===== src/rtl/nsr_pkg.sv =====
// package: offsets, field layout and types of the bridge status block
package nsr_pkg;

  // =====================================================================
  // register offsets (byte offsets in configuration space)
  localparam logic [11:0] STATUS_OFFSET    = 12'h079;
  localparam logic [11:0] WRITER_ID_OFFSET = 12'h07a;

  // =====================================================================
  // status bit positions
  localparam int FAR_FUND_BIT   = 0;
  localparam int FAR_HOT_BIT    = 1;
  localparam int FAR_ACTIVE_BIT = 2;
  localparam int FWD_MISS_BIT   = 3;
  localparam int REV_MISS_BIT   = 4;
  localparam int INDEX_ERR_BIT  = 5;
  localparam int CRC_FAIL_BIT   = 6;
  localparam int WINDOW_BIT     = 7;

  // sticky flag mask: every status bit except the live indicator
  localparam logic [7:0] STICKY_MASK = 8'hfb;

  // =====================================================================
  // reset values
  localparam logic [7:0]  STATUS_RESET    = 8'h00;
  localparam logic [15:0] WRITER_ID_RESET = 16'h0000;

  // =====================================================================
  // types
  typedef struct packed {
    logic       farFundReset;
    logic       farHotReset;
    logic       farResetActive;
    logic       fwdTableNoMatch;
    logic       revTableNoMatch;
    logic       tableIndexError;
    logic       crcFail;
    logic       crcConsumed;
    logic       windowNoHit;
  } nsr_event_type;

  typedef struct packed {
    logic [7:0] busNum;
    logic [4:0] writerDeviceNum;
    logic [2:0] writerFunctionNum;
  } nsr_writer_id_type;

  typedef struct packed {
    logic              valid;
    nsr_writer_id_type id;
  } nsr_cfg_write_type;

endpackage : nsr_pkg


===== src/rtl/nsr_status_regs.sv =====
// bridge event status and last configuration writer id registers
`timescale 1ns/1ns
module nsr_status_regs
  import nsr_pkg::*;
(
  // clock and reset
  input  wire logic              clock,
  input  wire logic              reset_n,
  // configuration register port (byte offset, 16-bit data with byte enables)
  input  wire logic              cfgWrite,
  input  wire logic              cfgRead,
  input  wire logic [11:0]       cfgAddr,
  input  wire logic [15:0]       cfgWriteData,
  input  wire logic [1:0]        cfgByteEn,
  output logic      [15:0]       cfgReadData,
  // datapath events and configuration-write capture
  input  wire nsr_event_type     events,
  input  wire nsr_cfg_write_type cfgWriteSeen,
  // status shown to the bridge
  output logic      [7:0]        statusOut,
  output logic      [15:0]       writerIdOut
);

  // =====================================================================
  // decode
  wire logic       statusHit   = (cfgAddr == STATUS_OFFSET);
  wire logic       idHit       = (cfgAddr == WRITER_ID_OFFSET);
  wire logic       statusWrite = cfgWrite && statusHit && cfgByteEn[0];
  wire logic [7:0] clearMask   = statusWrite ?
                                 (cfgWriteData[7:0] & STICKY_MASK) : 8'h00;

  // =====================================================================
  // event collection
  logic [7:0] setMask;
  logic [7:0] flags_reg;
  logic [7:0] flags_next;
  logic       active_reg;
  logic [15:0] writerId_reg;
  logic [15:0] writerId_next;
  logic [15:0] readData_next;

  // ecrc is only checked on forwarded TLPs
  wire logic crcEvent = events.crcFail && !events.crcConsumed;

  always_comb begin
    setMask                 = 8'h00;
    setMask[FAR_FUND_BIT]   = events.farFundReset;
    setMask[FAR_HOT_BIT]    = events.farHotReset;
    setMask[FWD_MISS_BIT]   = events.fwdTableNoMatch;
    setMask[REV_MISS_BIT]   = events.revTableNoMatch;
    setMask[INDEX_ERR_BIT]  = events.tableIndexError;
    setMask[CRC_FAIL_BIT]   = crcEvent;
    setMask[WINDOW_BIT]     = events.windowNoHit;
  end

  // set wins over a same-cycle clear; zero bits of a write leave flags
  assign flags_next = ((flags_reg & ~clearMask) | setMask)
                      & STICKY_MASK;

  // only the writer id captured from hardware, never from software
  assign writerId_next = cfgWriteSeen.valid ? cfgWriteSeen.id
                                            : writerId_reg;

  wire logic [7:0] statusView = flags_reg | (8'(active_reg) << FAR_ACTIVE_BIT);

  assign readData_next = !cfgRead ? 16'h0000 :
                         statusHit ? {8'h00, statusView} :
                         idHit     ? writerId_reg : 16'h0000;

  // =====================================================================
  // storage; only the chip-level reset clears these, bridge-side
  // hot and fundamental resets arrive as events, not as resets
  always_ff @(posedge clock or negedge reset_n) begin
    if (!reset_n) begin
      flags_reg    <= STATUS_RESET;
      active_reg   <= 1'b0;
      writerId_reg <= WRITER_ID_RESET;
      cfgReadData  <= 16'h0000;
      statusOut    <= STATUS_RESET;
      writerIdOut  <= WRITER_ID_RESET;
    end else begin
      flags_reg    <= flags_next;
      active_reg   <= events.farResetActive;
      writerId_reg <= writerId_next;
      cfgReadData  <= readData_next;
      statusOut    <= flags_next |
                      (8'(events.farResetActive) << FAR_ACTIVE_BIT);
      writerIdOut  <= writerId_next;
    end
  end

  // =====================================================================
  // checks
  hot_flag_set_a: assert property (@(posedge clock) disable iff (!reset_n)
    events.farHotReset |=> flags_reg[FAR_HOT_BIT])
    else $error("hot reset flag not set");

  fund_flag_set_a: assert property (@(posedge clock) disable iff (!reset_n)
    events.farFundReset |=> flags_reg[FAR_FUND_BIT])
    else $error("fundamental reset flag not set");

  active_follows_a: assert property (@(posedge clock) disable iff (!reset_n)
    ##1 statusView[FAR_ACTIVE_BIT] == $past(events.farResetActive))
    else $error("reset indicator wrong");

  fwd_miss_set_a: assert property (@(posedge clock) disable iff (!reset_n)
    events.fwdTableNoMatch |=> flags_reg[FWD_MISS_BIT])
    else $error("forward miss flag not set");

  rev_miss_set_a: assert property (@(posedge clock) disable iff (!reset_n)
    events.revTableNoMatch |=> flags_reg[REV_MISS_BIT])
    else $error("reverse miss flag not set");

  index_err_set_a: assert property (@(posedge clock) disable iff (!reset_n)
    events.tableIndexError |=> flags_reg[INDEX_ERR_BIT])
    else $error("index error flag not set");

  crc_consumed_a: assert property (@(posedge clock) disable iff (!reset_n)
    (!flags_reg[CRC_FAIL_BIT] && events.crcConsumed && !statusWrite)
    |=> !flags_reg[CRC_FAIL_BIT])
    else $error("consumed tlp set crc flag");

  crc_fail_set_a: assert property (@(posedge clock) disable iff (!reset_n)
    (events.crcFail && !events.crcConsumed) |=> flags_reg[CRC_FAIL_BIT])
    else $error("crc flag not set");

  window_set_a: assert property (@(posedge clock) disable iff (!reset_n)
    events.windowNoHit |=> flags_reg[WINDOW_BIT])
    else $error("window miss flag not set");

  flag_clear_a: assert property (@(posedge clock) disable iff (!reset_n)
    (statusWrite && cfgWriteData[WINDOW_BIT] && !events.windowNoHit)
    |=> !flags_reg[WINDOW_BIT])
    else $error("window flag not cleared");

  zero_write_a: assert property (@(posedge clock) disable iff (!reset_n)
    (statusWrite && !cfgWriteData[FWD_MISS_BIT] && flags_reg[FWD_MISS_BIT])
    |=> flags_reg[FWD_MISS_BIT])
    else $error("zero write changed flag");

  id_capture_a: assert property (@(posedge clock) disable iff (!reset_n)
    cfgWriteSeen.valid |=> writerId_reg[2:0] ==
      $past(cfgWriteSeen.id.writerFunctionNum)
      && writerId_reg[7:3] == $past(cfgWriteSeen.id.writerDeviceNum)
      && writerId_reg[15:8] == $past(cfgWriteSeen.id.busNum))
    else $error("writer id not captured");

  id_readonly_a: assert property (@(posedge clock) disable iff (!reset_n)
    !cfgWriteSeen.valid |=> $stable(writerId_reg))
    else $error("writer id changed without capture");

  flags_after_reset_a: assert property (@(posedge clock)
    $rose(reset_n) |-> flags_reg == STATUS_RESET)
    else $error("flags not zero after reset");

  // =====================================================================
  // checks: a one written clears a flag unless its event repeats
  fund_clear_a: assert property (@(posedge clock) disable iff (!reset_n)
    statusWrite && cfgWriteData[FAR_FUND_BIT] && !events.farFundReset
    |=> !flags_reg[FAR_FUND_BIT])
    else $error("fundamental flag not cleared");

  hot_clear_a: assert property (@(posedge clock) disable iff (!reset_n)
    statusWrite && cfgWriteData[FAR_HOT_BIT] && !events.farHotReset
    |=> !flags_reg[FAR_HOT_BIT])
    else $error("hot flag not cleared");

  fwd_clear_a: assert property (@(posedge clock) disable iff (!reset_n)
    statusWrite && cfgWriteData[FWD_MISS_BIT] && !events.fwdTableNoMatch
    |=> !flags_reg[FWD_MISS_BIT])
    else $error("forward miss flag not cleared");

  rev_clear_a: assert property (@(posedge clock) disable iff (!reset_n)
    statusWrite && cfgWriteData[REV_MISS_BIT] && !events.revTableNoMatch
    |=> !flags_reg[REV_MISS_BIT])
    else $error("reverse miss flag not cleared");

  index_clear_a: assert property (@(posedge clock) disable iff (!reset_n)
    statusWrite && cfgWriteData[INDEX_ERR_BIT] && !events.tableIndexError
    |=> !flags_reg[INDEX_ERR_BIT])
    else $error("index error flag not cleared");

  crc_clear_a: assert property (@(posedge clock) disable iff (!reset_n)
    statusWrite && cfgWriteData[CRC_FAIL_BIT] && !events.crcFail
    |=> !flags_reg[CRC_FAIL_BIT])
    else $error("crc flag not cleared");

  // =====================================================================
  // checks: a set flag stays set unless a one is written to it
  fund_hold_a: assert property (@(posedge clock) disable iff (!reset_n)
    flags_reg[FAR_FUND_BIT] && !(statusWrite && cfgWriteData[FAR_FUND_BIT])
    |=> flags_reg[FAR_FUND_BIT])
    else $error("fundamental flag lost");

  hot_hold_a: assert property (@(posedge clock) disable iff (!reset_n)
    flags_reg[FAR_HOT_BIT] && !(statusWrite && cfgWriteData[FAR_HOT_BIT])
    |=> flags_reg[FAR_HOT_BIT])
    else $error("hot flag lost");

  rev_hold_a: assert property (@(posedge clock) disable iff (!reset_n)
    flags_reg[REV_MISS_BIT] && !(statusWrite && cfgWriteData[REV_MISS_BIT])
    |=> flags_reg[REV_MISS_BIT])
    else $error("reverse miss flag lost");

  index_hold_a: assert property (@(posedge clock) disable iff (!reset_n)
    flags_reg[INDEX_ERR_BIT]
    && !(statusWrite && cfgWriteData[INDEX_ERR_BIT])
    |=> flags_reg[INDEX_ERR_BIT])
    else $error("index error flag lost");

  crc_hold_a: assert property (@(posedge clock) disable iff (!reset_n)
    flags_reg[CRC_FAIL_BIT] && !(statusWrite && cfgWriteData[CRC_FAIL_BIT])
    |=> flags_reg[CRC_FAIL_BIT])
    else $error("crc flag lost");

  window_hold_a: assert property (@(posedge clock) disable iff (!reset_n)
    flags_reg[WINDOW_BIT] && !(statusWrite && cfgWriteData[WINDOW_BIT])
    |=> flags_reg[WINDOW_BIT])
    else $error("window flag lost");

  // =====================================================================
  // checks: a clear flag stays clear without its event
  fund_quiet_a: assert property (@(posedge clock) disable iff (!reset_n)
    !flags_reg[FAR_FUND_BIT] && !events.farFundReset
    |=> !flags_reg[FAR_FUND_BIT])
    else $error("fundamental flag set without event");

  hot_quiet_a: assert property (@(posedge clock) disable iff (!reset_n)
    !flags_reg[FAR_HOT_BIT] && !events.farHotReset
    |=> !flags_reg[FAR_HOT_BIT])
    else $error("hot flag set without event");

  fwd_quiet_a: assert property (@(posedge clock) disable iff (!reset_n)
    !flags_reg[FWD_MISS_BIT] && !events.fwdTableNoMatch
    |=> !flags_reg[FWD_MISS_BIT])
    else $error("forward miss flag set without event");

  rev_quiet_a: assert property (@(posedge clock) disable iff (!reset_n)
    !flags_reg[REV_MISS_BIT] && !events.revTableNoMatch
    |=> !flags_reg[REV_MISS_BIT])
    else $error("reverse miss flag set without event");

  index_quiet_a: assert property (@(posedge clock) disable iff (!reset_n)
    !flags_reg[INDEX_ERR_BIT] && !events.tableIndexError
    |=> !flags_reg[INDEX_ERR_BIT])
    else $error("index error flag set without event");

  crc_quiet_a: assert property (@(posedge clock) disable iff (!reset_n)
    !flags_reg[CRC_FAIL_BIT] && !events.crcFail
    |=> !flags_reg[CRC_FAIL_BIT])
    else $error("crc flag set without event");

  window_quiet_a: assert property (@(posedge clock) disable iff (!reset_n)
    !flags_reg[WINDOW_BIT] && !events.windowNoHit
    |=> !flags_reg[WINDOW_BIT])
    else $error("window flag set without event");

  // =====================================================================
  // checks: read port and mirrored outputs
  read_idle_a: assert property (@(posedge clock) disable iff (!reset_n)
    !cfgRead |=> cfgReadData == 16'h0000)
    else $error("read data without read");

  status_read_a: assert property (@(posedge clock) disable iff (!reset_n)
    cfgRead && statusHit |=> cfgReadData == {8'h00, $past(statusView)})
    else $error("status read data wrong");

  id_read_a: assert property (@(posedge clock) disable iff (!reset_n)
    cfgRead && idHit |=> cfgReadData == $past(writerId_reg))
    else $error("writer id read data wrong");

  unmapped_read_a: assert property (@(posedge clock) disable iff (!reset_n)
    cfgRead && !statusHit && !idHit |=> cfgReadData == 16'h0000)
    else $error("unmapped read not zero");

  id_write_a: assert property (@(posedge clock) disable iff (!reset_n)
    cfgWrite && idHit && !cfgWriteSeen.valid
    |=> writerId_reg == $past(writerId_reg))
    else $error("software write changed writer id");

  indicator_clean_a: assert property (@(posedge clock) disable iff (!reset_n)
    !flags_reg[FAR_ACTIVE_BIT])
    else $error("indicator bit stored as flag");

  status_mirror_a: assert property (@(posedge clock) disable iff (!reset_n)
    (statusOut & STICKY_MASK) == flags_reg)
    else $error("status output differs from flags");

  active_mirror_a: assert property (@(posedge clock) disable iff (!reset_n)
    statusOut[FAR_ACTIVE_BIT] == active_reg)
    else $error("status output indicator wrong");

  id_mirror_a: assert property (@(posedge clock) disable iff (!reset_n)
    writerIdOut == writerId_reg)
    else $error("writer id output differs");

endmodule : nsr_status_regs


===== config.mk =====
export PLATFORM = sky130hd
export DESIGN_NAME = nsr_status_regs
export DESIGN_NICKNAME = d
export VERILOG_FILES = /design/src/rtl/nsr_pkg.sv /design/src/rtl/nsr_status_regs.sv
export SDC_FILE = /design/constraint.sdc
export NUM_CORES = 1
export LEC_CHECK = 0
export ABC_AREA = 1
export BUFFER_PORTS_ARGS = -buffer_cell sky130_fd_sc_hd__buf_2
export CAP_MARGIN = 20
export CELL_PAD_IN_SITES_DETAIL_PLACEMENT = 1
export CELL_PAD_IN_SITES_GLOBAL_PLACEMENT = 2
export CORE_ASPECT_RATIO = 1.5
export CORE_MARGIN = 3
export CORE_UTILIZATION = 23
export CTS_CLUSTER_DIAMETER = 200
export DETAILED_ROUTE_END_ITERATION = 10
export PLACE_DENSITY_LB_ADDON = 0.1
export SLEW_MARGIN = 20
export SYNTH_ARGS = -nofsm -noshare
export SYNTH_HDL_FRONTEND = slang
export SYNTH_SLANG_ARGS = --single-unit

===== constraint.sdc =====
create_clock -name clock -period 1.1 [get_ports clock]
set_clock_uncertainty 0.05 [all_clocks]
set_input_delay 0.22 -clock clock [delete_from_list [all_inputs] [get_ports clock]]
set_output_delay 0.22 -clock clock [all_outputs]
set_load 0.02 [all_outputs]

==> impl_metrics.toml, run 1 <==
[sta]
slew_headroom = 0.848
fin_setup_tns_ns = -0.000661
setup_viol = 1
finalCritPeriodShare = 1.00
fin_hold_ws_ns = 0.0661
final.min_clock_period_ns = 1.10
rsz0062_at_grt = "yes"
fmax_ghz = 0.909
layout_setup_ws_ns = -0.000661
hold_viol = 0
slew_viol_final = 0
worst_pin_slew_ns = 0.228

[clock_tree]
cts_sinks = 40
cts_buffers = 5
clkLatencyLatePin_ns = 0.28
path_clk_slew_ns = 0.08
cts_root_buf = "clkbuf_8"
htree_levels = 2
clockBufferDepth = 2
cts_tree = "built"

[outcome]
violations = "setup timing"
status = "finished, violations left"

[finish]
fin_cells = 354
nets = 337
register_area_mm2 = 0.00100
multi_input_area_um2 = 449
synthToLayoutAreaGrowth_pct = 63.3
n_antenna_cell = 0
fin_area_mm2 = 0.00263
nFillCells = 763
drive_above_1_share = 0.435
biggestRegsByFlops = "cfgReadData x16, writerIdOut x16, statusOut x7"

[global_routing]
grt_pass1_vias = 1604
grt_pass1_wl_um = 7750
grtUsageTotal = 0.126
gr-total-overflow = 0
grt_max_degree = 41
grt_antenna_before_repair = 0

[yosys]
synth-simple-area-share = 0.193
synth-xor-area-share = 0
ys_types = 14
netlist.area_leader.share = 0.623
seq_area_frac_synth = 0.623
synthCells = 168
synthMuxAreaShare = 0.00700
syn_area_per_cell_um2 = 9.57
synth_fa_ha_area_frac = 0
synth_area_leaders = "dfrtp_1 62%, nand2_1 8.6%, o21ai_0 6.8%, inv_1 6.3%, nand4_1 5.8%"
synth_seq_cells = 40
synth_top_area_cell = "dfrtp_1"
synth_compound_area_frac = 0.0794
yosys_warnings = 0
synth_nets = 228
synth_top_family_by_area = "simple AND/OR/NAND/NOR gates"
syn_area_mm2 = 0.00161

[flow_run]
drv_cap = 0

[setup_path]
cp_max_fo = 3
slowest_delay_ns = 0.41
critPathCaptureType = "output pin"
path_depth = 1
crit_chain = "buf_6"
r2r_end = "writerIdOut[3]"
r2r_slack_ns = 0.15
cp_num_buf_inv = 1
worstSetupStartpointType = "register"
crit_path_top_delay_cell = "dfrtp_1"
cp_data_arrival_time_ns = 0.83
r2r_start = "writerIdOut[3]"
crit_end = "writerIdOut[5]"
crit_start = "writerIdOut[5]"
cpLargestDelayFamily = "flip-flops"
reg2regPathDepth = 4
crit_required_ns = 0.83
critPathKind = "register to output pin"

[floorplan]
die_w_um = 74.3
pin_count = 100
start_util = 0.243
fp.dieH_um = 108
rows = 36
dieArea_mm2 = 0.00805
core_area_mm2 = 0.00662

[placed_design]
gp_congestion = 0.651
place_area_mm2 = 0.00219
dp_cells = 332
hpwlAfterDp_um = 3440
portBuffers = 89

[min_path]
holdCritPathClass = "primary input to register"

[route]
drc = 0
viasPerCell = 4.31
antenna_left = 0
dr.pass1.iters = 4
wire_per_inst_um = 13.2
dr.first_iter.drc_count = 84
routed_wl_um = 4680
vias = 1525

[power_and_ir_drop]
total_leakage_power_uw = 0.00142
p_total_uw = 3220
ir_worst_vdd_v = 0.000441
p_per_area_mw_per_mm2 = 1230
==> stage by stage <==
stage / setup WS, ns / util
floorplan: 0.0409 / -
global placement: -0.138 / 0.331
detailed placement: -0.191 / 0.331
CTS: -0.0332 / 0.387
global route: -0.0536 / 0.396
finish: -0.000661 / 0.396
==> how the worst min path moves through the flow <==
stage                     slack [ns]  cells after the start               to       from
after floorplan                -0.13                      0   cfgReadData[0]    reset_n
after global placement          0.16                      2  writerIdOut[15]    reset_n
after detailed placement        0.16                      2  cfgReadData[15]    reset_n
after CTS                       0.05                      3     statusOut[3]  events[5]
after global routing            0.07                      3     statusOut[5]  events[3]
final                           0.07                      3     statusOut[0]  events[8]
==> power by group <==
| part | switching [uW] | total (uW) | leakage, uW | internal (uW) |
|---|---|---|---|---|
| sequential | 39.7 | 1560 | 0.000490 | 1520 |
| combinational | 241 | 481 | 0.000871 | 240 |
| clock | 500 | 1170 | 0.0000552 | 674 |
| total | 781 | 3220 | 0.00142 | 2440 |
==> cell usage after synthesis (all sizes together) <==
library cell,number
dfrtp,40
nand2,38
inv,27
o21ai,24
nand4,15
nor2,15
buf,5
clkbuf,3
mux2,1
==> routing by layer <==
metal,vias to the layer above,routed length [um],track usage
li1,743,-,-
met1,714,1750,0.146
met2,62,2450,0.221
met3,6,408,0.0316
met4,0,65,0.0420
met5,-,0,0
==> layout by cell type, fill, tap and decap left out, drive strengths merged <==
cell and n:
inv 27, clkinv 1, nand2 38, clkbuf 6
dlygate4sd3 2, mux2 1, buf 108, o21ai 24
nand4 15, dfrtp 40, bufinv 1, nor2 15
==> repair_timing <==
action / CTS / global route
setup buffers: 10 / 2
hold buffers: 2 / 0
hold endpoints to repair: 41 / 0
resized for setup: 52 / 16
setup endpoints to repair: 27 / 34
==> logic make-up (layout without fill, tap and decap cells) <==
| kind of cell | after synthesis | in the layout |
|---|---|---|
| and+or+nand+nor | 68 | 68 |
| DFF | 40 | 40 |
| buffers and inverters | 35 | 145 |
| AOI/OAI and AO/OA | 24 | 24 |
| muxes | 1 | 1 |
==> layout make-up <==
class / count / area share
Sequential cell: 40 / 0.381
Timing Repair Buffer: 110 / 0.332
Multi-Input combinational cell: 93 / 0.171
Inverter: 27 / 0.0386
Tap cell: 76 / 0.0362
Clock buffer: 6 / 0.0276
Clock inverter: 2 / 0.0133
Note: power is estimated with default switching activity, not from simulation.
==> run 2, diff against run 1 <==
CORE_UTILIZATION = 24   (was 23)
clock period = 1.4 ns   (was 1.1 ns; I/O delays follow)
==> run 2 against run 1 <==
Against the previous run: the run now ends clean; clock power decreased by 32%; utilization decreased by 3.6 points; non-clock buffer count shrank 14; sequential power down 22%; die area down 3.9%; worst hold slack got worse by 0.024 ns; power decreased by 28%; clock-buffer cell count increased by 1; worst setup slack better by 0.21 ns; register-to-register slack better by 0.42 ns; global-route usage shrank 0.41 points; routed wire length down 7.1%; critical path type unchanged; critical endpoint is now statusOut[1].
==> impl_metrics.toml, run 2 (synthesized netlist as in run 1, its figures left out) <==
[setup_path]
cp_max_fo = 3
cpLargestDelayFamily = "flip-flops"
critPathKind = "register to output pin"
cp_num_buf_inv = 1
crit_required_ns = 1.07
worstSetupStartpointType = "register"
crit_path_top_delay_cell = "dfrtp_1"
critPathCaptureType = "output pin"
cp_data_arrival_time_ns = 0.86
crit_chain = "buf_2"
slowest_delay_ns = 0.40

[sta]
fmax_ghz = 0.842
hold_viol = 0
setup_viol = 0
slew_headroom = 0.851
worst_pin_slew_ns = 0.223
fin_setup_tns_ns = 0
rsz0062_at_grt = "no"
final.min_clock_period_ns = 1.19
finalCritPeriodShare = 0.849
slew_viol_final = 0

[clock_tree]
htree_levels = 2
clkLatencyLatePin_ns = 0.29
cts_buffers = 5
cts_sinks = 40
cts_root_buf = "clkbuf_8"
path_clk_slew_ns = 0.08
post_cts_buffers = 0
cts_hold_buf = 1
clockBufferDepth = 2
cts_tree = "built"
cts_resized = 0

[global_routing]
grtUsageTotal = 0.122
grt_pass1_wl_um = 7260
gr-total-overflow = 0
grt_max_degree = 41
grt_pass1_vias = 1527
grt_antenna_before_repair = 0

[placed_design]
portBuffers = 89
hpwlAfterDp_um = 3380
place_area_mm2 = 0.00217
gp_congestion = 0.684

[floorplan]
die_w_um = 72.8
start_util = 0.255
fp.dieH_um = 106
core_area_mm2 = 0.00631
rows = 35
pin_count = 100
dieArea_mm2 = 0.00774

[route]
viasPerCell = 4.30
wire_per_inst_um = 12.9
drc = 0
dr.first_iter.drc_count = 75
vias = 1452
antenna_left = 0
dr.pass1.iters = 5
routed_wl_um = 4350

[outcome]
status = "completed"

[finish]
final_common_cell = "buf_2"
register_area_mm2 = 0.00100
synthToLayoutAreaGrowth_pct = 41.6
drive_above_1_share = 0.409
layout_common_cells = "89 x buf_2, 40 x dfrtp_1, 37 x nand2_1"
multi_input_area_um2 = 449
biggestRegsByFlops = "cfgReadData x16, writerIdOut x16, statusOut x7"
fin_area_mm2 = 0.00228
nFillCells = 774
n_antenna_cell = 0
nets = 323
post-route-util = 0.361

[power_and_ir_drop]
p_total_uw = 2320
total_leakage_power_uw = 0.00128
p_comb_frac = 0.131
switching_share = 0.258
p_per_area_mw_per_mm2 = 1020
pwr-share-clk = 0.343
p_int_uw = 1720
p_switching_uw = 598
seqPwrFrac = 0.526
ir_worst_vdd_v = 0.000294

[min_path]
holdCritPathClass = "primary input to register"

[flow_run]
drv_cap = 0
==> run 2: worst paths after layout <==
check	startpoint	endpoint	slack (ns)	cells past startpoint
setup / recovery	statusOut[1]	statusOut[1]	0.21	1
hold / removal	events[6]	statusOut[2]	0.04	1
setup reg to reg	writerIdOut[5]	writerIdOut[5]	0.57	1
hold reg to reg	statusOut[5]	statusOut[5]	0.46	2
max in group asynchronous	reset_n	writerIdOut[2]	0.66	3
min in group asynchronous	reset_n	cfgReadData[15]	0.43	3
==> run 2: final cells by class <==
type / count / area share
flip-flops and latches: 40 / 0.440
well taps: 74 / 0.0407
multi-input cells: 93 / 0.197
inverters: 27 / 0.0445
repair buffers: 96 / 0.236
clock buffers: 7 / 0.0379
clock inverters: 1 / 0.00330
==> run 2: power groups by stage <==
stage / logic (uW) / clock network, uW / registers [uW]
final: 304 / 794 / 1220
after global routing: 345 / 893 / 1230
after CTS: 313 / 837 / 1220
after detailed placement: 310 / 0 / 1240
after global placement: 308 / 0 / 1240
after floorplan: 83.0 / 0 / 1300
==> run 2: stage by stage <==
stage	cells	setup slack, ns	hold slack (ns)
after global routing	338	0.154	0.0240
after floorplan	168	0.281	-0.0656
final	338	0.212	0.0417
after global placement	329	0.128	0.220
after detailed placement	329	0.105	0.219
after CTS	338	0.191	0.0300
==> run 2: layer usage <==
layer | vias up | wire [um] | GRT usage | part of all wire
li1 | 720 | - | - | -
met1 | 664 | 1680 | 0.137 | 0.39
met2 | 63 | 2220 | 0.208 | 0.51
met3 | 5 | 385 | 0.0416 | 0.089
met4 | 0 | 71 | 0.0435 | 0.016
met5 | - | 0 | 0 | 0
==> run 3, diff against run 2 <==
ABC_AREA = 0   (was 1)
clock period = 1.18 ns   (was 1.4 ns; I/O delays follow)
==> run 3 against run 2 <==
Against the previous run: non-clock buffer count rose by 12; final area rose by 2.5%; global-route usage rose by 0.053 points; combinational power rose by 38%; largest cell class unchanged; critical endpoint is now statusOut[5]; power rose by 17%; worst setup slack got worse by 0.17 ns; sequential cell count did not move.
==> impl_metrics.toml, run 3 <==
[power_and_ir_drop]
total_leakage_power_uw = 0.00123
p_per_area_mw_per_mm2 = 1170
ir_worst_vdd_v = 0.000621

[setup_path]
cp_data_arrival_time_ns = 0.85
r2r_slack_ns = 0.23
cp_max_fo = 3
critPathCaptureType = "output pin"
slowest_delay_ns = 0.40
crit_path_top_delay_cell = "dfrtp_1"
crit_required_ns = 0.89
critPathKind = "register to output pin"
worstSetupStartpointType = "register"
cp_num_buf_inv = 1
cpLargestDelayFamily = "flip-flops"
crit_chain = "buf_2"

[global_routing]
grtUsageTotal = 0.122
grt_pass1_vias = 1422
grt_antenna_before_repair = 0
grt_pass1_wl_um = 7040
grt_max_degree = 41
gr-total-overflow = 0

[yosys]
synth_area_leaders = "dfrtp_1 63%, mux2_2 11%, and4b_1 5.7%, a22oi_1 3.8%, nor2_1 3.6%"
synthCells = 120
ys.flop_type = "dfrtp_1"
synth_top_area_cell = "dfrtp_1"
async_flop_share = 1.00
syn_area_per_cell_um2 = 13.2
syn_area_mm2 = 0.00158
ys_types = 16
synthTopCellsByCount = "40 x dfrtp_1, 16 x mux2_2, 15 x nor2_1, 9 x and4b_1"
yosysMostFrequentCell = "dfrtp_1"
seq_area_frac_synth = 0.633
synth_seq_cells = 40
synth_edf_count = 0
netlist.area_leader.share = 0.633
yosys_warnings = 0
synth_nets = 180

[floorplan]
pin_count = 100
dieArea_mm2 = 0.00761
rows = 35
fp.dieH_um = 105
die_w_um = 72.3
start_util = 0.252
core_area_mm2 = 0.00626

[placed_design]
pre_cts_ws_ns = -0.226
gp_congestion = 0.726
place_area_mm2 = 0.00215
hpwlAfterDp_um = 3550
portBuffers = 89

[finish]
layout_common_cells = "87 x buf_2, 40 x dfrtp_1, 16 x mux2_2"
fin_area_mm2 = 0.00233
drive_above_1_share = 0.571
biggestRegsByFlops = "cfgReadData x16, writerIdOut x16, statusOut x7"
nets = 286
n_antenna_cell = 0
final_common_cell = "buf_2"
synthToLayoutAreaGrowth_pct = 47.7

[outcome]
status = "completed"

[route]
routed_wl_um = 4610
wire_per_inst_um = 15.4
dr.pass1.iters = 4
drc = 0
viasPerCell = 4.44
vias = 1332
antenna_left = 0
dr.first_iter.drc_count = 50

[clock_tree]
cts_root_buf = "clkbuf_8"
path_clk_slew_ns = 0.07
htree_levels = 2
cts_tree = "built"
clkLatencyLatePin_ns = 0.28
cts_buffers = 5
clockBufferDepth = 2
cts_sinks = 40

[sta]
worst_pin_slew_ns = 0.450
fmax_ghz = 0.879
rsz0062_at_grt = "yes"
setup_viol = 0
fin_setup_tns_ns = 0
slew_viol_final = 0
layout_setup_ws_ns = 0.0426
slew_headroom = 0.698
hold_viol = 0
finalCritPeriodShare = 0.964
final.min_clock_period_ns = 1.14

[flow_run]
drv_cap = 0

[min_path]
holdCritPathClass = "primary input to register"
run 3: report_power, final:
part           total, uW  switching [uW]  internal (uW)
Clock                834             432            402
Combinational        418             209            209
Sequential          1470            40.3           1430
run 3: worst paths after layout:
kind / end / startpoint / cells past startpoint
hold / removal: statusOut[1] / cfgWriteData[1] / 2
max in group asynchronous: cfgReadData[11] / reset_n / 3
hold reg to reg: writerIdOut[8] / writerIdOut[8] / 1
setup reg to reg: statusOut[6] / statusOut[6] / 4
min in group asynchronous: statusOut[3] / reset_n / 3
setup / recovery: statusOut[5] / statusOut[5] / 1
run 3: layer usage:
layer,global-route usage,wire (um),share of wire
met5,0,0,0
met4,0.0403,35,0.0076
met3,0.0401,355,0.077
met2,0.222,2580,0.56
met1,0.128,1640,0.35
run 3: cell type report:
class,count,area (um^2)
fillers,731,3930
flip-flops and latches,40,1000
repair buffers,108,631
multi-input cells,63,502
well taps,74,92.6
clock buffers,6,72.6
inverters,8,30.0
clock inverters,1,5.00
run 3: through the flow:
stage / util / instances / hold slack [ns] / total power, uW
after floorplan: - / 120 / -0.110 / 1680
after global placement: 0.344 / 282 / 0.173 / 1890
after detailed placement: 0.344 / 282 / 0.179 / 1900
after CTS: 0.359 / 291 / 0.0604 / 2760
after global routing: 0.373 / 300 / 0.0559 / 2900
final: 0.373 / 300 / 0.0730 / 2720
run 3: cells by family after synthesis:
kind of cell           count (synthesis)  share of synthesized area
AO/OA/AOI/OAI                         16                     0.0705
multiplexers                          16                      0.114
flip-flops                            40                      0.633
AND/OR/NAND/NOR                       31                      0.131
buffers and inverters                 17                     0.0507
run 3: what timing repair did:
action                                  CTS  global route
endpoints found under the setup margin    0            10
gates resized for setup                   0             5
hold buffers                              2             0
buffers inserted                          0             9
endpoints found under the hold margin    41             0
